--- src/rtl/tco_defs.svh ---
// Register offsets, field positions, reset values and mode codes
// Assumes byte addressing on a 32-bit Avalon-MM slave port
`ifndef TCO_DEFS_SVH
`define TCO_DEFS_SVH
`define TCO_OFS_CTRL_A  5'h00
`define TCO_OFS_CTRL_C  5'h04
`define TCO_OFS_COUNT   5'h08
`define TCO_OFS_CMP_A   5'h0c
`define TCO_OFS_CMP_B   5'h10
`define TCO_OFS_CAPTURE 5'h14
`define TCO_OFS_FLAGS   5'h18
`define TCO_OFS_PORT    5'h1c
`define TCO_FRC_A_BIT   0
`define TCO_FRC_B_BIT   1
`define TCO_RST_BYTE    8'h00
`define TCO_RST_WORD    16'h0000
`define TCO_MAX         16'hffff
`define TCO_WGM_NORMAL  4'h0
`define TCO_WGM_CTC_CMP 4'h4
`define TCO_WGM_CTC_CAP 4'hc
`define TCO_COM_NONE    2'h0
`define TCO_COM_TOGGLE  2'h1
`define TCO_COM_CLEAR   2'h2
`define TCO_COM_SET     2'h3
`endif

--- src/rtl/tco_pkg.sv ---
// Types shared by the compare output timer
// Assumes the offsets and codes in tco_defs.svh
package tco_pkg;
  // Control byte: mode select on top, output modes below
  typedef struct packed {
    logic [3:0] waveform_mode_select;
    logic [1:0] compare_b_output_mode;
    logic [1:0] compare_a_output_mode;
  } tco_ctrl_t;
  // General-purpose port value and direction bits
  typedef struct packed {
    logic dir_b;
    logic val_b;
    logic dir_a;
    logic val_a;
  } tco_port_t;
  // Sticky event flags
  typedef struct packed {
    logic capture_flag;
    logic compare_b_flag;
    logic compare_a_flag;
    logic overflow_flag;
  } tco_flags_t;
  // Bus handshake phase
  typedef enum logic {TCO_BUS_IDLE, TCO_BUS_ACK} tco_bus_t;
endpackage : tco_pkg

--- src/rtl/tco_timer_compare.sv ---
// 16-bit timer with compare-match outputs, Normal and clear modes
// Assumes timer_tick is a one-cycle enable on sys_clk (prescaler
// lives outside) and a master that holds requests until waitrequest
// drops.
// What this block does
// - A count write blocks all compare matches during the next tick.
// - Output state registers survive any waveform mode change.
// - Output mode is unbuffered; it acts from the next match on.
// - Output state registers clear to zero on system reset.
// - Nonzero output mode replaces port value; direction stays with port.
// - Waveform reaches pin only when direction is output, in any mode.
// - Output mode never influences the capture path.
// - Output mode zero leaves the output state unchanged at a match.
// - In non-PWM modes a force strobe applies the action at once.
// - Counting depends only on waveform mode, never on output mode.
// - Non-PWM output modes select set, clear or toggle at a match.
// - Normal mode counts up only, wrapping from ffff to zero.
// - Normal mode sets overflow as count becomes zero; set only.
// - Normal mode accepts count writes at any time.
// - Mode 4 clears on compare A match; mode c on capture match.
// - Reaching top sets compare A flag or capture flag accordingly.
// - Top is unbuffered; top below count runs to ffff and wraps.
// - Toggle mode in clear modes toggles channel A on every match.
// - Clear modes set overflow when count passes ffff to zero.
// - A forced compare sets no flag and leaves the counter alone.
// - A match sets its flag next tick; writing one clears it.
//
// Register access over Avalon-MM and the register offsets are this design's own decisions.
`timescale 1ns/1ns
`include "tco_defs.svh"
module tco_timer_compare (
  input  wire logic        sys_clk,           // System clock, 100 MHz
  input  wire logic        sys_rst,           // Sync reset, active high
  input  wire logic        clk_en,            // Freezes all state when low
  input  wire logic        timer_tick,        // Timer clock enable pulse
  input  wire logic [4:0]  avs_address,       // Byte address
  input  wire logic        avs_read,          // Read request
  input  wire logic        avs_write,         // Write request
  input  wire logic [31:0] avs_writedata,     // Write data
  input  wire logic [3:0]  avs_byteenable,    // Byte lanes
  output logic      [31:0] avs_readdata,      // Read data
  output logic             avs_waitrequest,   // Stall, active high
  output logic             pin_a_out,         // Channel A pin level
  output logic             pin_a_oe,          // Channel A pin drive
  output logic             pin_b_out,         // Channel B pin level
  output logic             pin_b_oe           // Channel B pin drive
);
  tco_pkg::tco_ctrl_t  timer_control_a_reg;
  tco_pkg::tco_port_t  port_reg;
  tco_pkg::tco_flags_t timer_flag_register_reg;
  tco_pkg::tco_flags_t flag_set;
  tco_pkg::tco_flags_t flag_clr;
  tco_pkg::tco_bus_t   bus_reg;
  logic [15:0] count_value_reg;
  logic [15:0] count_value_next;
  logic [15:0] compare_a_value_reg;
  logic [15:0] compare_b_value_reg;
  logic [15:0] capture_value_reg;
  logic        compare_a_output_state_reg;
  logic        compare_b_output_state_reg;
  logic        block_reg;
  logic [31:0] rdata_next;
  logic        acc;
  logic        wr;
  logic        tick;
  logic        non_pwm;
  logic        hit_a;
  logic        hit_b;
  logic        hit_cap;
  logic        clear_top;
  logic        frc_a;
  logic        frc_b;
  logic        cnt_wr;
  logic [3:0]  wgm;
  logic [1:0]  com_a;
  logic [1:0]  com_b;

  // Output action for a match or a force
  function automatic logic oc_act(input logic [1:0] com,
                                  input logic       cur);
    unique case (com)
      `TCO_COM_TOGGLE: oc_act = ~cur;
      `TCO_COM_CLEAR:  oc_act = 1'b0;
      `TCO_COM_SET:    oc_act = 1'b1;
      `TCO_COM_NONE:   oc_act = cur;
    endcase
  endfunction : oc_act

  // Byte-lane merge into a 16-bit register
  function automatic logic [15:0] merge16(input logic [15:0] old,
                                          input logic [31:0] wd,
                                          input logic [3:0]  be);
    merge16 = {be[1] ? wd[15:8] : old[15:8],
               be[0] ? wd[7:0]  : old[7:0]};
  endfunction : merge16

  // Write strobe to one register offset
  function automatic logic wr_to(input logic       w,
                                 input logic [4:0] a,
                                 input logic [4:0] ofs);
    wr_to = w && (a == ofs);
  endfunction : wr_to

  assign wgm   = timer_control_a_reg.waveform_mode_select;
  assign com_a = timer_control_a_reg.compare_a_output_mode;
  assign com_b = timer_control_a_reg.compare_b_output_mode;

  // Bus acceptance: only while the one-cycle answer stands
  assign acc    = (bus_reg == tco_pkg::TCO_BUS_ACK) &&
                  (avs_read || avs_write);
  assign wr     = acc && avs_write;
  assign tick   = clk_en && timer_tick;
  assign cnt_wr = clk_en && wr_to(wr, avs_address, `TCO_OFS_COUNT);

  // Non-PWM means Normal or either clear mode
  // Limitation: PWM modes are not built; they count like Normal
  assign non_pwm = (wgm == `TCO_WGM_NORMAL) ||
                   (wgm == `TCO_WGM_CTC_CMP) ||
                   (wgm == `TCO_WGM_CTC_CAP);

  // matches masked after a count write
  assign hit_a   = tick && !block_reg &&
                   (count_value_reg == compare_a_value_reg);
  assign hit_b   = tick && !block_reg &&
                   (count_value_reg == compare_b_value_reg);
  // capture match never looks at output modes
  assign hit_cap = tick && !block_reg &&
                   (wgm == `TCO_WGM_CTC_CAP) &&
                   (count_value_reg == capture_value_reg);

  // top clear from compare A or capture
  assign clear_top = ((wgm == `TCO_WGM_CTC_CMP) && hit_a) || hit_cap;

  // force strobes, honoured in non-PWM modes only
  assign frc_a = clk_en && non_pwm && avs_byteenable[0] &&
                 wr_to(wr, avs_address, `TCO_OFS_CTRL_C) &&
                 avs_writedata[`TCO_FRC_A_BIT];
  assign frc_b = clk_en && non_pwm && avs_byteenable[0] &&
                 wr_to(wr, avs_address, `TCO_OFS_CTRL_C) &&
                 avs_writedata[`TCO_FRC_B_BIT];

  // plain increment wraps ffff to zero
  // top below count simply keeps counting through the wrap
  always_comb begin
    if (clear_top) begin
      count_value_next = `TCO_RST_WORD;
    end else begin
      count_value_next = count_value_reg + 16'h0001;
    end
  end

  // Bus handshake; waitrequest drops for one cycle per request
  // The idle turn after each answer stops a held request counting twice
  always_ff @(posedge sys_clk) begin
    if (sys_rst) begin
      bus_reg         <= tco_pkg::TCO_BUS_IDLE;
      avs_waitrequest <= 1'b1;
    end else if (clk_en) begin
      if (bus_reg == tco_pkg::TCO_BUS_IDLE &&
          (avs_read || avs_write)) begin
        bus_reg         <= tco_pkg::TCO_BUS_ACK;
        avs_waitrequest <= 1'b0;
      end else begin
        bus_reg         <= tco_pkg::TCO_BUS_IDLE;
        avs_waitrequest <= 1'b1;
      end
    end
  end

  // Read mux; unmapped offsets read as zero
  always_comb begin
    rdata_next = 32'h0000_0000;
    unique case (avs_address)
      `TCO_OFS_CTRL_A:  rdata_next[7:0] = timer_control_a_reg;
      `TCO_OFS_COUNT:   rdata_next[15:0] = count_value_reg;
      `TCO_OFS_CMP_A:   rdata_next[15:0] = compare_a_value_reg;
      `TCO_OFS_CMP_B:   rdata_next[15:0] = compare_b_value_reg;
      `TCO_OFS_CAPTURE: rdata_next[15:0] = capture_value_reg;
      `TCO_OFS_FLAGS:   rdata_next[5:0] =
                          {compare_b_output_state_reg,
                           compare_a_output_state_reg,
                           timer_flag_register_reg};
      `TCO_OFS_PORT:    rdata_next[3:0] = port_reg;
      default:          rdata_next = 32'h0000_0000;
    endcase
  end

  // Read data loaded as the answer is raised, so it stands with it
  always_ff @(posedge sys_clk) begin
    if (sys_rst) begin
      avs_readdata <= 32'h0000_0000;
    end else if (clk_en && bus_reg == tco_pkg::TCO_BUS_IDLE &&
                 avs_read) begin
      avs_readdata <= rdata_next;
    end
  end

  // Control, port and compare registers
  // mode changes never touch the output states
  // output mode takes effect directly, no shadow copy
  always_ff @(posedge sys_clk) begin
    if (sys_rst) begin
      timer_control_a_reg <= `TCO_RST_BYTE;
      port_reg            <= 4'h0;
      compare_a_value_reg <= `TCO_RST_WORD;
      compare_b_value_reg <= `TCO_RST_WORD;
      capture_value_reg   <= `TCO_RST_WORD;
    end else if (clk_en) begin
      if (wr_to(wr, avs_address, `TCO_OFS_CTRL_A) && avs_byteenable[0])
        timer_control_a_reg <= avs_writedata[7:0];
      if (wr_to(wr, avs_address, `TCO_OFS_PORT) && avs_byteenable[0])
        port_reg <= avs_writedata[3:0];
      if (wr_to(wr, avs_address, `TCO_OFS_CMP_A))
        compare_a_value_reg <= merge16(compare_a_value_reg,
                                       avs_writedata, avs_byteenable);
      if (wr_to(wr, avs_address, `TCO_OFS_CMP_B))
        compare_b_value_reg <= merge16(compare_b_value_reg,
                                       avs_writedata, avs_byteenable);
      if (wr_to(wr, avs_address, `TCO_OFS_CAPTURE))
        capture_value_reg <= merge16(capture_value_reg,
                                     avs_writedata, avs_byteenable);
    end
  end

  // count write wins over a tick in the same cycle
  always_ff @(posedge sys_clk) begin
    if (sys_rst) begin
      count_value_reg <= `TCO_RST_WORD;
    end else if (cnt_wr) begin
      count_value_reg <= merge16(count_value_reg, avs_writedata,
                                 avs_byteenable);
    end else if (tick) begin
      count_value_reg <= count_value_next;
    end
  end

  // block armed by a count write, spent by the next tick
  always_ff @(posedge sys_clk) begin
    if (sys_rst) begin
      block_reg <= 1'b0;
    end else if (cnt_wr) begin
      block_reg <= 1'b1;
    end else if (tick) begin
      block_reg <= 1'b0;
    end
  end

  // mode zero keeps the state; via oc_act
  // forcing only moves the state, nothing else
  always_ff @(posedge sys_clk) begin
    if (sys_rst) begin
      compare_a_output_state_reg <= 1'b0;
      compare_b_output_state_reg <= 1'b0;
    end else if (clk_en) begin
      if (hit_a || frc_a)
        compare_a_output_state_reg <= oc_act(com_a,
                                      compare_a_output_state_reg);
      if (hit_b || frc_b)
        compare_b_output_state_reg <= oc_act(com_b,
                                      compare_b_output_state_reg);
    end
  end

  // overflow as count goes ffff to zero; same in clear modes
  // top match raises compare A or capture flag
  // flags set at the tick after equality is seen
  always_comb begin
    flag_set.overflow_flag  = tick && (count_value_reg == `TCO_MAX);
    flag_set.compare_a_flag = hit_a;
    flag_set.compare_b_flag = hit_b;
    flag_set.capture_flag   = hit_cap;
    flag_clr = 4'h0;
    if (clk_en && wr_to(wr, avs_address, `TCO_OFS_FLAGS) &&
        avs_byteenable[0])
      flag_clr = avs_writedata[3:0];
  end

  // write one clears; a set in the same cycle wins
  always_ff @(posedge sys_clk) begin
    if (sys_rst) begin
      timer_flag_register_reg <= 4'h0;
    end else if (clk_en) begin
      timer_flag_register_reg <= (timer_flag_register_reg & ~flag_clr)
                                 | flag_set;
    end
  end

  // nonzero mode selects the waveform over the port value
  // direction bit alone enables the drive, in every mode
  always_ff @(posedge sys_clk) begin
    if (sys_rst) begin
      pin_a_out <= 1'b0;
      pin_a_oe  <= 1'b0;
      pin_b_out <= 1'b0;
      pin_b_oe  <= 1'b0;
    end else if (clk_en) begin
      pin_a_out <= (com_a != `TCO_COM_NONE) ?
                   compare_a_output_state_reg : port_reg.val_a;
      pin_a_oe  <= port_reg.dir_a;
      pin_b_out <= (com_b != `TCO_COM_NONE) ?
                   compare_b_output_state_reg : port_reg.val_b;
      pin_b_oe  <= port_reg.dir_b;
    end
  end
endmodule : tco_timer_compare

--- config.mk ---
export PLATFORM = sky130hd
export DESIGN_NAME = tco_timer_compare
export DESIGN_NICKNAME = d
export VERILOG_FILES = /design/src/rtl/tco_pkg.sv /design/src/rtl/tco_timer_compare.sv
export VERILOG_INCLUDE_DIRS = /design/src /design/src/rtl
export SDC_FILE = /design/constraint.sdc
export NUM_CORES = 1
export LEC_CHECK = 0
export BUFFER_PORTS_ARGS = -buffer_cell sky130_fd_sc_hd__buf_2
export CAP_MARGIN = 10
export CORE_MARGIN = 3
export CORE_UTILIZATION = 41
export CTS_CLUSTER_DIAMETER = 60
export DETAILED_ROUTE_END_ITERATION = 16
export GPL_ROUTABILITY_DRIVEN = 0
export HOLD_SLACK_MARGIN = 0.1
export MAX_ROUTING_LAYER = met4
export PLACE_DENSITY_LB_ADDON = 0.1
export SLEW_MARGIN = 20
export SYNTH_ARGS = -nofsm -noshare
export SYNTH_HDL_FRONTEND = slang
export SYNTH_SLANG_ARGS = --single-unit
--- constraint.sdc ---
create_clock -name sys_clk -period 3.1 [get_ports sys_clk]
set_clock_uncertainty 0.1 [all_clocks]
set_input_delay 0.62 -clock sys_clk [delete_from_list [all_inputs] [get_ports sys_clk]]
set_output_delay 0.62 -clock sys_clk [all_outputs]
set_load 0.01 [all_outputs]
==> key figures <==
Worst setup path
  – Cells on worst reg2reg path: 7
  – Crit. End Element: register
  – Setup slack, reg-to-reg: about 540 ps
  – CP Class: in2reg
  – RR Startpoint: count_value_reg[0]
  – Critical Path RT: around 3200 ps
  – Worst Path Max Fanout: 17
  – Critical Path Start Type: primary input
  – FF-to-FF End: count_value_reg[9]
  – Worst Path Arrival: roughly 2700 ps

Timing
  – Post-layout minimum cycle time: roughly 2600 ps
  – Fmax: between 300 and 400 MHz
  – Period utilisation layout: 83.4%
  – Setup WS post-layout: about 510 ps
  – Setup TNS: 0 ps
  – Final hold viol count: 0
  – Normalized max-slew margin: a little under half
  – RSZ-0062 raised after global routing: no
  – Setup Viol. Count Final: 0
  – Worst-Margin Slew: 783 ps
  – Slew Limit Fails: 0

Logic synthesis
  – Async set or reset register ratio after synthesis: 0%
  – Synthesized cell area: between 5000 and 6000 sq um
  – Yosys warns: 0
  – Primary FF master, synth: dfxtp_1
  – Syn_area_per_cell: ~8 sq um
  – Yosys cell types: 52
  – Seq cells post-synth: between 100 and 150
  – Number of synthesized flops with an enable pin: 0
  – Area contributors post-synth: dfxtp_1 (38%), a21oi_1 (5.9%), nand2_1 (5.8%), mux2i_1 (5.4%), nor2_1 (5.1%)
  – Post-synth top area share: between 30% and 40%
  – Area leader, netlist: dfxtp_1
  – Part of the Yosys area used for sequential elements: approximately two fifths
  – Post-Synthesis Cells: around 700

Placement
  – Post-Place Cell Area: approximately 6000 sq um
  – DP HPWL: between 10 and 15 mm
  – Placed insts: around 890
  – Pre-CTS setup slack: around 170 ps
  – PortBufs: around 50

Route
  – Antenna viol nets, final: 0
  – Routed via count: about 5300
  – DRC: 0
  – Avg WL per Cell: 19.5 microns
  – Post-Route WL: ~18 mm
  – Drt first pass iters: 5
  – Vias per cell: between 5 and 6
  – Starting DRT DRC Count: slightly above 700

CTS
  – Total number of clock tree sinks: roughly 110
  – Hold-fix buffer count after cts: 0
  – Reg clk slew, reported paths: around 70 ps
  – Setup repair bufs after CTS: 0
  – Clk root buf: clkbuf_16
  – CTS Buf Count: 9
  – Clk buf depth: 2
  – CTS tree: yes
  – H-tree Lvls: 3
  – PostCTS Resize Cnt: 0
  – Skew-Pair Late Insertion Delay: between 300 and 400 ps

Floorplan
  – Die width: ~120 microns
  – Starting Density: 42.9%
  – I/O Pins: 84
  – Die Span Y: ~120 microns
  – # rows: 41
  – Die area: about 15000 sq um
  – Core ar.: between 10000 and 15000 sq um

Global route
  – Largest net degree at the start of global routing: a little over 60
  – Total gr overflow: 0
  – Gr usage total: between 20% and 30%
  – Antenna violations before repair: 0
  – Vias in the first global route: roughly 4800
  – First-pass GRT wire length: roughly 27 mm

Finish
  – Final nets: between 700 and 800
  – Ant diodes: 0
  – Design Area, Final: roughly 6200 sq um
  – Fin util: 48.4%
  – Final cell count without fillers: between 900 and 1000
  – Layout cells sized above 1: 14.4%
  – Layout fillers: 1277
  – Area growth from synthesis to layout: 12.9%

Hold path
  – Worst hold start: block_reg
  – Hold WC Path Type: reg2reg
  – Hold Path Sink: block_reg
  – Cells on Worst Hold Path: 2

Power
  – Sw Ratio: between 20% and 30%
  – Clock power frac: 40.6%
  – Pleak: roughly 2.3 nW
  – Comb pwr share: under 10%
  – Net Sw Power: roughly 0.00067 W
  – Cell internal pwr: just over 0.002 W
  – Power Density: roughly 430 nW/um^2
  – Sequential share of power: 51.4%
  – Max IR drop VDD: between 0.0002 and 0.0003 V

Run status
  – Outcome: completed

Flow run
  – Max cap viols: 0
## layout make-up
type	count	area, sq um	share of cell area, %
timing repair buffer	79	498	7.99
clock buffer	13	260	4.18
multi-input combinational	531	3120	50.0
inverter	7	26.3	0.422
tap	172	215	3.45
sequential	105	2100	33.7
clock inverter	2	13.8	0.221
## Yosys cell counts, drive strengths merged (2+ instances only)
master / n
nand4: 6
nand2b: 5
and2: 7
or2: 2
a211o: 2
o21ai: 14
clkbuf: 34
nor3: 22
xor2: 28
nor4: 13
nor2b: 3
a211oi: 2
nand2: 85
mux2i: 30
a21oi: 67
a22oi: 37
a31oi: 12
nand3: 45
a311oi: 2
and3: 3
nor2: 77
a222oi: 9
a221oi: 2
dfxtp: 105
buf: 33
xnor2: 21
inv: 7
or4: 2
or3: 6
## worst max-delay path, cell delays in order
cell and delay (ps):
buf_2 120, or3b_1 440, nor3_2 210, buf_4 320, a31o_2 310, o21ai_1 300, a31oi_1 260, a31oi_1 100
## logic make-up after synthesis
| logic type | count (synthesis) | share of synthesized area, % |
|---|---|---|
| compound gates | 154 | 17.8 |
| xor+xnor | 49 | 7.78 |
| fa+ha+maj | 1 | 0.227 |
| buf+inv | 74 | 6.62 |
| flops | 105 | 38.1 |
| mux | 31 | 5.65 |
| other cells | 1 | 0.0679 |
| simple gates | 280 | 23.8 |
## stage by stage
stage               power, W  hold slack, ps
CTS                  0.00270             366
detailed placement   0.00162             356
finish               0.00268             372
global placement     0.00162             342
global route         0.00278             391
floorplan            0.00155             331
## power groups by stage
stage | Combinational (W) | Sequential [W] | Clock [W]
floorplan | 0.000149 | 0.00140 | 0
global placement | 0.000210 | 0.00141 | 0
detailed placement | 0.000213 | 0.00141 | 0
CTS | 0.000214 | 0.00138 | 0.00111
global route | 0.000236 | 0.00138 | 0.00116
finish | 0.000216 | 0.00138 | 0.00109
## placed cells by master, fill, tap and decap left out, types with 9 or more instances in the layout
master	n
dfxtp_1	105
nand2_1	85
nor2_1	75
a21oi_1	65
buf_2	48
nand3_1	45
a22oi_1	37
mux2i_1	30
buf_4	29
xor2_1	28
xnor2_1	21
nor3_1	18
conb_1	16
nor4_1	13
a31oi_1	12
o21ai_0	12
a222oi_1	9
clkbuf_16	9
## how the worst max path moves through the flow
stage,start,to,slack [ps],cells after the start
finish,avs_address[1],count_value_reg[6],510,8
global route,count_value_reg[0],count_value_reg[9],380,7
CTS,count_value_reg[0],count_value_reg[6],480,8
detailed placement,avs_address[1],count_value_reg[6],170,8
global placement,avs_address[1],count_value_reg[6],180,8
floorplan,avs_address[1],count_value_reg[11],530,8
## metal layers
layer / global-route usage [%] / routed length (microns) / share of wire, %
met5: - / 0 / 0
met4: 9.87 / 516 / 2.9
met3: 3.44 / 1320 / 7.4
met2: 37.0 / 7740 / 44
met1: 34.8 / 8130 / 46
(Power assumes the default switching activity.)
